--- src/bus_driver_pkg.sv ---
/*
 * Shared constants and types for the bus driver mode, transmit and wakeup logic.
 * Assumes one 100 MHz clock and an analog front end that turns bus_plus and
 * bus_minus into a decoded symbol and drives the bus from a requested symbol.
 */
package bus_driver_pkg;

    // Clock and timing
    localparam int CLK_PERIOD_NS        = 10;
    localparam int TX_ACTIVE_MAX_NS     = 1500000;
    localparam int TX_ACTIVE_MAX_CYCLES = TX_ACTIVE_MAX_NS / CLK_PERIOD_NS;
    localparam int TMO_W                = 18;
    localparam int WAKE_ZERO_MIN_NS     = 1000;
    localparam int WAKE_SEP_MIN_NS      = 1000;
    localparam int WAKE_SEP_MAX_NS      = 20000;
    localparam int WAKE_ZERO_MIN_CYCLES = (WAKE_ZERO_MIN_NS + CLK_PERIOD_NS - 1) / CLK_PERIOD_NS;
    localparam int WAKE_SEP_MIN_CYCLES  = (WAKE_SEP_MIN_NS + CLK_PERIOD_NS - 1) / CLK_PERIOD_NS;
    localparam int WAKE_SEP_MAX_CYCLES  = WAKE_SEP_MAX_NS / CLK_PERIOD_NS;
    localparam int RUN_W                = 12;

    // Register byte offsets
    localparam logic [7:0] ADDR_STATUS = 8'h00;
    localparam logic [7:0] ADDR_MASK   = 8'h04;
    localparam logic [7:0] ADDR_STATE  = 8'h08;
    localparam logic [7:0] ADDR_CTRL   = 8'h0C;

    // Status and mask layout
    localparam int EV_W      = 4;
    localparam int ST_WAKE   = 0;
    localparam int ST_TMO    = 1;
    localparam int ST_UVIO   = 2;
    localparam int ST_UVMAIN = 3;

    // State register layout
    localparam int SS_NORMAL = 0;
    localparam int SS_TXON   = 1;
    localparam int SS_WAKE   = 2;
    localparam int SS_GUARD  = 3;

    // Control layout and reset values
    localparam int               CTRL_WAKE_EN = 0;
    localparam logic             CTRL_RST     = 1'b1;
    localparam logic [EV_W-1:0]  MASK_RST     = 4'h0;
    localparam logic [8:0]       SYNC_RST     = 9'h002;

    typedef enum logic [1:0] {SYM_IDLE, SYM_ZERO, SYM_ONE, SYM_LP_IDLE} busSymbol_type;
    typedef enum logic {MODE_STANDBY, MODE_NORMAL} mode_type;

endpackage : bus_driver_pkg

--- src/bus_driver_mode_wakeup.sv ---
/*
 * Digital core of a single channel bus transceiver: mode control, transmitter
 * symbol selection, transmit enable timeout, receive output and remote wakeup.
 * Assumes pins arrive asynchronously, an analog front end decodes and drives the
 * bus symbols, and software reaches the registers over APB on the same clock.
 */
// The address map and the APB interface to the registers are this design's own decisions.
`timescale 1ns/10ps
module bus_driver_mode_wakeup
    import bus_driver_pkg::*;
#(
    parameter int TX_TIMEOUT_CYCLES = TX_ACTIVE_MAX_CYCLES
)
(
    input  wire logic          clk,
    input  wire logic          srst,
    input  wire logic          psel,
    input  wire logic          penable,
    input  wire logic          pwrite,
    input  wire logic [7:0]    paddr,
    input  wire logic [31:0]   pwdata,
    output logic [31:0]        prdata,
    output logic               pready,
    output logic               pslverr,
    input  wire logic          standbyControlN,
    input  wire logic          transmitEnableN,
    input  wire logic          guardianEnable,
    input  wire logic          transmitData,
    input  wire logic [1:0]    busRxLevel,
    input  wire logic          ioUnderVoltage,
    input  wire logic          mainUnderVoltage,
    input  wire logic          mainSupplyOk,
    output busSymbol_type      busTxSymbol,
    output logic               receiveDataOut,
    output logic               fullSpeedRxEn,
    output logic               lowPowerRxEn,
    output logic               normalMode,
    output logic               irq
);
    localparam logic [TMO_W-1:0] TMO_LIM = TMO_W'(TX_TIMEOUT_CYCLES);

    logic [8:0]         syncA_r;
    logic [8:0]         syncB_r;
    logic               stbnS;
    logic               teNS;
    logic               guardS;
    logic               txdS;
    busSymbol_type      busS;
    logic               uvIoS;
    logic               uvMainS;
    logic               vccOkS;
    logic               uvIoPrev_r;
    logic               uvMainPrev_r;
    logic               uvIoRise;
    logic               uvMainRise;
    logic               uvIoFlag_r;
    logic               uvMainFlag_r;
    logic               uvForce;
    mode_type           mode_r;
    mode_type           mode_nxt;
    logic               wakeHold_r;
    logic               wakeFlag_r;
    logic               wakeSeen;
    logic               wakeEvt;
    logic               teNPrev_r;
    logic               teFall;
    logic               txArmed_r;
    logic               txStarted_r;
    logic               lowCond;
    logic [TMO_W-1:0]   tmoCnt_r;
    logic               tmoEvt;
    logic               tmoLock_r;
    busSymbol_type      busTx_nxt;
    logic [EV_W-1:0]    status_r;
    logic [EV_W-1:0]    mask_r;
    logic               ctrlWakeEn_r;
    logic [EV_W-1:0]    events;
    logic [EV_W-1:0]    clearBits;
    logic               wrAccess;
    logic [31:0]        readWord;
    logic [TMO_W:0]     lowRun_r;

    function automatic logic addrHit(input logic [7:0] a);
        addrHit = (a == ADDR_STATUS) || (a == ADDR_MASK) || (a == ADDR_STATE)
                  || (a == ADDR_CTRL);
    endfunction : addrHit

    // Two stage synchroniser for every pin; only the second stage is read
    always_ff @(posedge clk) begin
        if (srst) begin
            syncA_r <= SYNC_RST;
            syncB_r <= SYNC_RST;
        end else begin
            syncA_r <= {mainSupplyOk, mainUnderVoltage, ioUnderVoltage, busRxLevel,
                        transmitData, guardianEnable, transmitEnableN, standbyControlN};
            syncB_r <= syncA_r;
        end
    end

    assign stbnS   = syncB_r[0];
    assign teNS    = syncB_r[1];
    assign guardS  = syncB_r[2];
    assign txdS    = syncB_r[3];
    assign busS    = busSymbol_type'(syncB_r[5:4]);
    assign uvIoS   = syncB_r[6];
    assign uvMainS = syncB_r[7];
    assign vccOkS  = syncB_r[8];

    // Edge history of synchronised levels
    always_ff @(posedge clk) begin
        if (srst) begin
            uvIoPrev_r   <= 1'b0;
            uvMainPrev_r <= 1'b0;
            teNPrev_r    <= 1'b1;
        end else begin
            uvIoPrev_r   <= uvIoS;
            uvMainPrev_r <= uvMainS;
            teNPrev_r    <= teNS;
        end
    end

    assign uvIoRise   = uvIoS && !uvIoPrev_r;
    assign uvMainRise = uvMainS && !uvMainPrev_r;
    assign teFall     = teNPrev_r && !teNS;

    // Under-voltage flags: set on onset, dropped on recovery or by a wake
    always_ff @(posedge clk) begin
        if (srst) begin
            uvIoFlag_r   <= 1'b0;
            uvMainFlag_r <= 1'b0;
        end else if (wakeEvt) begin
            // A wake clears the flags, but an onset in the same cycle still sets
            uvIoFlag_r   <= uvIoRise;
            uvMainFlag_r <= uvMainRise;
        end else begin
            uvIoFlag_r   <= uvIoRise || (uvIoFlag_r && uvIoS);
            uvMainFlag_r <= uvMainRise || (uvMainFlag_r && uvMainS);
        end
    end

    // Flag onset acts at once, so the mode never lags the flag by a cycle
    assign uvForce = uvIoFlag_r || uvMainFlag_r || uvIoRise || uvMainRise;

    // Mode selection
    always_comb begin
        mode_nxt = mode_r;
        if (uvForce) begin
            mode_nxt = MODE_STANDBY;
        end else begin
            case (mode_r)
                MODE_STANDBY: if (stbnS && !wakeHold_r && !wakeEvt) mode_nxt = MODE_NORMAL;
                MODE_NORMAL:  if (!stbnS) mode_nxt = MODE_STANDBY;
                default:      mode_nxt = MODE_STANDBY;
            endcase
        end
    end

    always_ff @(posedge clk) begin
        if (srst) mode_r <= MODE_STANDBY;
        else      mode_r <= mode_nxt;
    end

    // A wake parks the device in Standby until the control input is cycled
    always_ff @(posedge clk) begin
        if (srst)          wakeHold_r <= 1'b0;
        else if (wakeEvt)  wakeHold_r <= 1'b1;
        else if (!stbnS)   wakeHold_r <= 1'b0;
    end

    // Detector runs in both modes so a pattern may straddle the mode change
    wake_detect u_wake (
        .clk      (clk),
        .srst     (srst),
        .enable   (ctrlWakeEn_r && vccOkS),
        .busLevel (busS),
        .wakeSeen (wakeSeen)
    );

    // One wake treatment whatever the source
    assign wakeEvt = wakeSeen && (mode_r == MODE_STANDBY) && vccOkS;

    // Wake flag; a fresh wake beats the clear on entering Normal
    always_ff @(posedge clk) begin
        if (srst)                          wakeFlag_r <= 1'b0;
        else if (wakeEvt)                  wakeFlag_r <= 1'b1;
        else if (mode_nxt == MODE_NORMAL)  wakeFlag_r <= 1'b0;
    end

    // Activation must begin with a falling enable while already Normal
    always_ff @(posedge clk) begin
        if (srst) begin
            txArmed_r <= 1'b0;
        end else if (mode_r != MODE_NORMAL || teNS || tmoEvt) begin
            txArmed_r <= 1'b0;
        end else if (teFall && !tmoLock_r) begin
            txArmed_r <= 1'b1;
        end
    end

    // First driven symbol of an activation is a dominant zero; a guardian veto
    // ends the transmission, so driving resumes only with a fresh dominant zero
    always_ff @(posedge clk) begin
        if (srst)                       txStarted_r <= 1'b0;
        else if (!txArmed_r || !guardS) txStarted_r <= 1'b0;
        else if (!txdS)             txStarted_r <= 1'b1;
    end

    // Timeout counter: counts enable-low cycles in Normal and saturates at the limit
    assign lowCond = (mode_r == MODE_NORMAL) && !teNS;
    assign tmoEvt  = lowCond && (tmoCnt_r == TMO_LIM) && !tmoLock_r;

    always_ff @(posedge clk) begin
        if (srst)                    tmoCnt_r <= '0;
        else if (!lowCond)           tmoCnt_r <= '0;
        else if (tmoCnt_r != TMO_LIM) tmoCnt_r <= tmoCnt_r + 1'b1;
    end

    // Lock holds the transmitter off until the enable is released
    always_ff @(posedge clk) begin
        if (srst)        tmoLock_r <= 1'b0;
        else if (tmoEvt) tmoLock_r <= 1'b1;
        else if (teNS)   tmoLock_r <= 1'b0;
    end

    // Transmitted symbol selection
    always_comb begin
        busTx_nxt = SYM_IDLE;
        if (mode_r == MODE_STANDBY) begin
            busTx_nxt = SYM_LP_IDLE;
        end else if (!guardS || teNS) begin
            busTx_nxt = SYM_IDLE;
        end else if (txArmed_r && !tmoLock_r && (txStarted_r || !txdS)) begin
            busTx_nxt = txdS ? SYM_ONE : SYM_ZERO;
        end
    end

    // Bus and receive outputs from flops
    always_ff @(posedge clk) begin
        if (srst) begin
            busTxSymbol    <= SYM_LP_IDLE;
            receiveDataOut <= 1'b1;
        end else begin
            busTxSymbol    <= busTx_nxt;
            if (mode_r == MODE_STANDBY) receiveDataOut <= !wakeFlag_r;
            else                        receiveDataOut <= (busS != SYM_ZERO);
        end
    end

    // Receiver selection follows the mode flop directly
    assign fullSpeedRxEn = (mode_r == MODE_NORMAL);
    assign lowPowerRxEn  = (mode_r == MODE_STANDBY);
    assign normalMode    = (mode_r == MODE_NORMAL);

    // APB slave: zero wait states, error on unmapped offsets
    assign pready    = 1'b1;
    assign pslverr   = psel && penable && !addrHit(paddr);
    assign wrAccess  = psel && penable && pwrite && addrHit(paddr);
    assign clearBits = (wrAccess && paddr == ADDR_STATUS) ? pwdata[EV_W-1:0] : '0;
    assign events    = {uvMainRise, uvIoRise, tmoEvt, wakeEvt};

    // Sticky status, write one to clear; a same-cycle event wins
    always_ff @(posedge clk) begin
        if (srst) status_r <= '0;
        else      status_r <= (status_r & ~clearBits) | events;
    end

    // Software writable registers
    always_ff @(posedge clk) begin
        if (srst) begin
            mask_r       <= MASK_RST;
            ctrlWakeEn_r <= CTRL_RST;
        end else if (wrAccess) begin
            if (paddr == ADDR_MASK) mask_r       <= pwdata[EV_W-1:0];
            if (paddr == ADDR_CTRL) ctrlWakeEn_r <= pwdata[CTRL_WAKE_EN];
        end
    end

    // Read mux; unused upper bits read as zero
    always_comb begin
        readWord = 32'h0000_0000;
        case (paddr)
            ADDR_STATUS: readWord[EV_W-1:0] = status_r;
            ADDR_MASK:   readWord[EV_W-1:0] = mask_r;
            ADDR_STATE: begin
                readWord[SS_NORMAL] = (mode_r == MODE_NORMAL);
                readWord[SS_TXON]   = (busTxSymbol == SYM_ZERO) || (busTxSymbol == SYM_ONE);
                readWord[SS_WAKE]   = wakeFlag_r;
                readWord[SS_GUARD]  = guardS && (mode_r == MODE_NORMAL);
            end
            ADDR_CTRL:   readWord[CTRL_WAKE_EN] = ctrlWakeEn_r;
            default:     readWord = 32'h0000_0000;
        endcase
    end

    // Captured in setup so the access phase sees stable data
    always_ff @(posedge clk) begin
        if (srst)                   prdata <= 32'h0000_0000;
        else if (psel && !penable)  prdata <= readWord;
    end

    assign irq = |(status_r & mask_r);

    // Helper: independent count of enable-low cycles in Normal
    always_ff @(posedge clk) begin
        if (srst || !lowCond)  lowRun_r <= '0;
        else if (!(&lowRun_r)) lowRun_r <= lowRun_r + 1'b1;
    end
endmodule : bus_driver_mode_wakeup

--- src/wake_detect.sv ---
/*
 * Remote wakeup detector: two dominant zero runs split by an idle or dominant one run.
 * Assumes a synchronised decoded bus symbol on the same clock.
 */
`timescale 1ns/10ps
module wake_detect
    import bus_driver_pkg::*;
(
    input  wire logic          clk,
    input  wire logic          srst,
    input  wire logic          enable,
    input  busSymbol_type      busLevel,
    output logic               wakeSeen
);
    typedef enum logic [1:0] {WD_WAIT, WD_ZERO1, WD_SEP, WD_ZERO2} wdState_type;

    localparam logic [RUN_W-1:0] ZMIN = RUN_W'(WAKE_ZERO_MIN_CYCLES);
    localparam logic [RUN_W-1:0] SMIN = RUN_W'(WAKE_SEP_MIN_CYCLES);
    localparam logic [RUN_W-1:0] SMAX = RUN_W'(WAKE_SEP_MAX_CYCLES);

    wdState_type      state_r;
    logic [RUN_W-1:0] run_r;
    logic             isZero;

    function automatic logic [RUN_W-1:0] satInc(input logic [RUN_W-1:0] v);
        satInc = (&v) ? v : v + 1'b1;
    endfunction : satInc

    assign isZero = (busLevel == SYM_ZERO);

    // Run tracker; frame byte runs of 0x00 and 0xFF look like the alternative pattern
    always_ff @(posedge clk) begin
        wakeSeen <= 1'b0;
        if (srst || !enable) begin
            state_r <= WD_WAIT;
            run_r   <= '0;
        end else begin
            run_r <= satInc(run_r);
            case (state_r)
                WD_WAIT: begin
                    run_r <= 12'h001;
                    if (isZero) state_r <= WD_ZERO1;
                end
                WD_ZERO1: if (!isZero) begin
                    run_r   <= 12'h001;
                    state_r <= (run_r >= ZMIN) ? WD_SEP : WD_WAIT;
                end
                WD_SEP: if (isZero) begin
                    run_r   <= 12'h001;
                    state_r <= (run_r >= SMIN) ? WD_ZERO2 : WD_ZERO1;
                end else if (run_r > SMAX) begin
                    state_r <= WD_WAIT; // Long silence ends a half pattern
                end
                WD_ZERO2: if (!isZero) begin
                    state_r <= WD_WAIT;
                end else if (run_r == ZMIN - 1'b1) begin
                    wakeSeen <= 1'b1;
                    state_r  <= WD_WAIT;
                end
                default: state_r <= WD_WAIT;
            endcase
        end
    end
endmodule : wake_detect

--- config.mk ---
export PLATFORM = sky130hd
export DESIGN_NAME = bus_driver_mode_wakeup
export DESIGN_NICKNAME = d
export VERILOG_FILES = /design/src/bus_driver_pkg.sv /design/src/bus_driver_mode_wakeup.sv /design/src/wake_detect.sv
export SDC_FILE = /design/constraint.sdc
export NUM_CORES = 1
export LEC_CHECK = 0
export BUFFER_PORTS_ARGS = -buffer_cell sky130_fd_sc_hd__buf_2
export CAP_MARGIN = 25
export CORE_MARGIN = 10
export CORE_UTILIZATION = 52
export CTS_CLUSTER_DIAMETER = 60
export DETAILED_ROUTE_END_ITERATION = 8
export GPL_TIMING_DRIVEN = 1
export PLACE_DENSITY_LB_ADDON = 0.05
export SLEW_MARGIN = 20
export SYNTH_ARGS = -nofsm -noshare
export SYNTH_HDL_FRONTEND = slang
export SYNTH_HIERARCHICAL = 1
export SYNTH_SLANG_ARGS = --single-unit
--- constraint.sdc ---
create_clock -name clk -period 1.9 [get_ports clk]
set_clock_uncertainty 0.2 [all_clocks]
set_input_delay 0.19 -clock clk [delete_from_list [all_inputs] [get_ports clk]]
set_output_delay 0.19 -clock clk [all_outputs]
set_load 0.02 [all_outputs]
; After elaboration in Yosys (flattened, before gate mapping)
; Cells that the tools add are included.
[totals]
out_inout_bits = 41
in_bits = 54
regBits = 78
word_cells = 151
[classes]
muxes = 33
add_sub_neg = 2
eq_ne = 18
reduce_logical = 65
n_lt_le_gt_ge = 2
bitwise_logic = 8
[op_table]
columns = operator, n
row1 = 12-bit 2-to-1 mux, 3
row2 = 12-bit one-hot mux with 3 select lines, 1
row3 = 1-bit logical AND, 23
row4 = 2-bit 2-to-1 mux, 11
row5 = 18-bit by 1-bit adder with 18-bit output (second input constant), 1
row6 = 18-bit == test (second input constant), 1
row7 = 18-bit != test (second input constant), 1
row8 = 8-bit by 4-bit == test with 1-bit output (second input constant), 2
row9 = 1-bit logical OR, 15
row10 = 1-bit zero test, 13
row11 = 1-bit 2-to-1 mux, 13
row12 = 12-bit by 1-bit adder with 12-bit output (second input constant), 1
row13 = 12-bit by 7-bit == test with 1-bit output (second input constant), 1
row14 = 12-bit by 7-bit greater-or-equal comparator with 1-bit output (second input constant), 1
row15 = 12-bit by 11-bit > comparator with 1-bit output (second input constant), 1
row16 = 12-bit AND reduction, 1
row17 = 3-bit one-hot mux with 3 select lines, 1
row18 = 4-bit AND, 2
row19 = 8-bit by 3-bit == test with 1-bit output (second input constant), 1
row20 = 8-bit zero test, 1
row21 = 2-bit one-hot mux with 4 select lines, 1
row22 = 2-bit OR reduction, 4
row23 = 2-bit by 1-bit == test with 1-bit output (second input constant), 3
row24 = 2-bit == test (second input constant), 3
row25 = other kinds (16), 23

; Depth between registers and ports, before layout
[depth]
depth_word = 10
ltp_mapped = 6

; Cells and area by module
; Netlist, hierarchy kept.
[modules_own_cells]
columns = module, seq_area_each_um2, cells_each, n_inst, area_per_inst_um2
row1 = bus_driver_mode_wakeup, 1261.2, 301, 1, 2731.4
row2 = wake_detect, 300.3, 95, 1, 855.8

; Worst setup path before layout
; OpenSTA, ideal clock, no wires.
[synth_timing]
path_type = register -> register
start = reg mode_r, in the netlist fullSpeedRxEn
end = reg tmoCnt_r[17]
arrival_ns = 1.423
path_stages_with_launch = 6
setup_time_ns = 0.070
path_buffers = 2
synth_period_minus_slack_ns = 1.693
setup_slack_ns = 0.207
t_required_ns = 1.630
path_cell_list = dfxtp_1 > inv_2 > or2_2 > buf_2 > buf_2 > a21oi_1
[synth_between]
elab_chain_cells = 3
[synth_lines]
columns = item, line_no
row1 = start: declaration, bus_driver_mode_wakeup.sv:59  ; mode_type mode_r;
row2 = start signal: assignment, bus_driver_mode_wakeup.sv:160  ; else mode_r <= mode_nxt;
row3 = 1-bit logical AND, bus_driver_mode_wakeup.sv:209  ; assign lowCond = (mode_r == MODE_NORMAL) && !teNS;
row4 = 1-bit inverter (no source line), --
row5 = 2-bit OR reduction (no source line), --
row6 = end signal: assignment, bus_driver_mode_wakeup.sv:215  ; else if (tmoCnt_r != TMO_LIM) tmoCnt_r <= tmoCnt_r + 1'b1;
row7 = end: declaration, bus_driver_mode_wakeup.sv:70  ; logic [TMO_W-1:0] tmoCnt_r;
; Every way passes these cells.
; A chain may end at the register's enable or synchronous reset.

; Final worst setup path
[layout_timing]
start = reg u_wake.run_r[10]
end = reg u_wake.wakeSeen
[layout_between]
elab_chain_cells = 2
[layout_lines]
columns = item, line_no
row1 = start: declaration, wake_detect.sv:22  ; logic [RUN_W-1:0] run_r;
row2 = start signal: assignment, wake_detect.sv:38  ; run_r <= satInc(run_r);
row3 = 12-bit by 7-bit == test with 1-bit output, wake_detect.sv:56  ; end else if (run_r == ZMIN - 1'b1) begin
row4 = 1-bit 2-to-1 mux, wake_detect.sv:56
row5 = end signal: assignment, wake_detect.sv:33  ; wakeSeen <= 1'b0;
row6 = end signal: assignment, wake_detect.sv:57  ; wakeSeen <= 1'b1;
row7 = end: declaration, wake_detect.sv:13  ; output logic wakeSeen
; Every way passes these cells.

==> impl_metrics.yaml <==
clocking:
  clk_path_buf_depth: 2
  cts_tree: "yes"
  cts_inserted_buffers: 9
  clkTransAtPathRegs_ns: 0.08
  cts.sinks: 78
  insertion_delay_ns: 0.35
  htreeDepth: 3
  root_buffer: "clkbuf_8"
drt:
  ant_nets: 0
  routed_wl_um: 7710
  via_count: 2866
  drcViolationCount: 0
  drt-initial-drc-count: 121
  routedWlPerCell_um: 14.1
  drt_first_pass_iters: 4
  vias_per_cell: 5.23
global_routing:
  grt_pass1_vias: 2574
  grt_max_degree: 40
  grt-busiest-layer: "met2"
  grt_pass1_wl_um: 12400
  met2_usage_pct: 20.8
  use_met3_pct: 4.42
  grtUsageTotal_pct: 14.7
  met1_usage_pct: 20.5
  antenna_found_initial: 0
  overflow: 0
critical_path:
  critical_path_class: "reg -> reg"
  worstPathRequired_ns: 1.99
  rrSetupSlack_ns: 0.08
  endpoint_kind: "register"
  crit_path_max_fanout: 5
  startpoint_type: "register"
  arrival_ns: 1.90
placed_design:
  port_buffers: 37
  place_ws_ns: 0.0953
  place_congestion: 0.821
  place_hpwl_um: 5610
finish:
  area_growth_pct: 17.2
  nets: 521
  n_fill_cell: 584
  final_layout_size_suffix_gt1_share_pct: 18.8
  post-route-util_pct: 62.2
  mostFrequentLayoutCells: "77 x dfxtp_1, 37 x buf_2, 30 x nor2_1, 29 x conb_1, 26 x nor2b_1"
  diodes: 0
  mostFrequentLayoutCell: "dfxtp_1"
power_and_ir_drop:
  peakVddDrop_mv: 0.505
  power_uw: 3160
  leakagePower_uw: 0.00170
  power.density_nw_per_um2: 751
timing:
  setup_viol: 0
  setup_tns_ns: 0
  postLayoutSetupSlackWorst_ns: 0.0842
  slew_viol_final: 0
  period_share_pct: 95.6
  finalCriticalPeriod_ns: 1.82
  hold_viol_final: 0
  fmax_mhz: 551
synth:
  synth_area_um2: 3590
  synth.yosys.seq_area_share_pct: 43.5
  synth_edf_count: 0
  synth-compound-area-share_pct: 11.1
  ys_ff_latch: 78
  synthAdderAreaFrac_pct: 1.40
  synth_xor_area_share_pct: 3.17
  avgSynthCellArea_um2: 9.06
  ys_async_sr_fraction_pct: 0
  syn_inst: 396
  synthSimpleGateAreaFrac_pct: 28.1
  ys_warn_count: 6
  yosysUniqueCellTypes: 61
  synth_top_flop_cell: "dfxtp_1"
  synth_top_family_by_area: "simple AND/OR/NAND/NOR gates"
  synth_mux_area_share_pct: 3.73
run_status:
  outcome: "finished clean"
floorplan:
  die_x_um: 103
  dieArea_um2: 10600
  coreArea_um2: 6760
  initial_core_util_pct: 53.1
  core.rowCount: 30
  die_h_um: 103
  ios: 95
min_path:
  hold_path.class: "in -> reg"
flow_run:
  cap_violations: 0
-- Yosys cell counts, types with 8 or more instances --
master	instances	share of area, %
nand3_1	22	3.1
nor2_1	30	3.1
nor2b_1	26	4.5
dfxtp_1	78	44
o21ai_0	8	1.1
inv_1	10	1.0
nor3_1	10	1.4
nand4_1	10	1.7
a21oi_1	23	3.2
buf_4	30	6.3
and3_1	8	1.4
nand2_1	23	2.4
mux2i_1	10	2.8
-- worst max-delay path, stage by stage, from the launching register on --
cell and delay (ns):
dfxtp_1 0.35, or4_4 0.56, nor4_4 0.32, buf_4 0.16
and4_1 0.18
-- through the flow --
step                hold WS (ns)  instance area (um2)  instances
finish                    0.0466                 4200        548
global route              0.0734                 4200        548
CTS                       0.0345                 4190        547
detailed placement         0.182                 3830        516
global placement           0.179                 3830        516
floorplan                 0.0697                 3690        423
-- layout make-up --
type | instances | area [um2] | share of cell area [%]
timing repair buffer | 70 | 470 | 11.2
multi-input combinational | 293 | 1820 | 43.3
tap | 80 | 100 | 2.38
inverter | 11 | 41.3 | 0.982
clock inverter | 4 | 55.1 | 1.31
sequential | 78 | 1560 | 37.2
clock buffer | 12 | 155 | 3.69
-- state kept, by name (all words and copies together), names as in the netlist --
register	flops
uvIoFlag_r	1
tmoLock_r	1
u_wake/state_r	2
tmoCnt_r	18
uvMainPrev_r	1
syncA_r	9
txArmed_r	1
u_wake/wakeSeen	1
wakeHold_r	1
uvMainFlag_r	1
syncB_r	9
ctrlWakeEn_r	1
uvIoPrev_r	1
status_r	4
u_wake/run_r	12
fullSpeedRxEn	1
mask_r	4
txStarted_r	1
wakeFlag_r	1
prdata	4
teNPrev_r	1
receiveDataOut	1
busTxSymbol	2
-- power breakdown --
group / internal, uW / total [uW] / leakage, uW / switching, uW
sequential: 1660 / 1670 / 0.000634 / 10.6
clock: 684 / 1290 / 0.000103 / 610
combinational: 74.1 / 193 / 0.000966 / 119
-- path summary, 6_finish.rpt --
path / startpoint / endpoint / cells past startpoint
min reg2reg: syncA_r[1] / syncB_r[1] / 1
max: u_wake/run_r[10] / u_wake/wakeSeen / 4
max reg2reg: u_wake/run_r[10] / u_wake/wakeSeen / 4
min: psel / prdata[0] / 4
-- repair_timing --
action	in CTS	in global routing
endpoints found under the hold margin	21	0
setup buffers	0	1
gates resized for setup	0	2
setup endpoints to repair	0	10
hold buffers	15	0
-- logic make-up (layout without fill, tap and decap cells) --
| logic type | Yosys count | in the layout |
|---|---|---|
| AOI/OAI and AO/OA | 62 | 62 |
| xor gates and xnor gates | 13 | 13 |
| adders and majority gates | 4 | 4 |
| buffers and inverters | 52 | 97 |
| DFF | 78 | 78 |
| muxes | 12 | 12 |
| other | 2 | 29 |
| and+or+nand+nor | 173 | 173 |
-- layer usage --
layer / up-vias / part of all wire, % / wire [um]
met3: 9 / 7.5 / 582
met2: 82 / 41 / 3200
met5: - / 0 / 0
li1: 1475 / - / -
met1: 1300 / 49 / 3810
met4: 0 / 1.6 / 123
No activity file was read; power rests on OpenSTA's default activity.
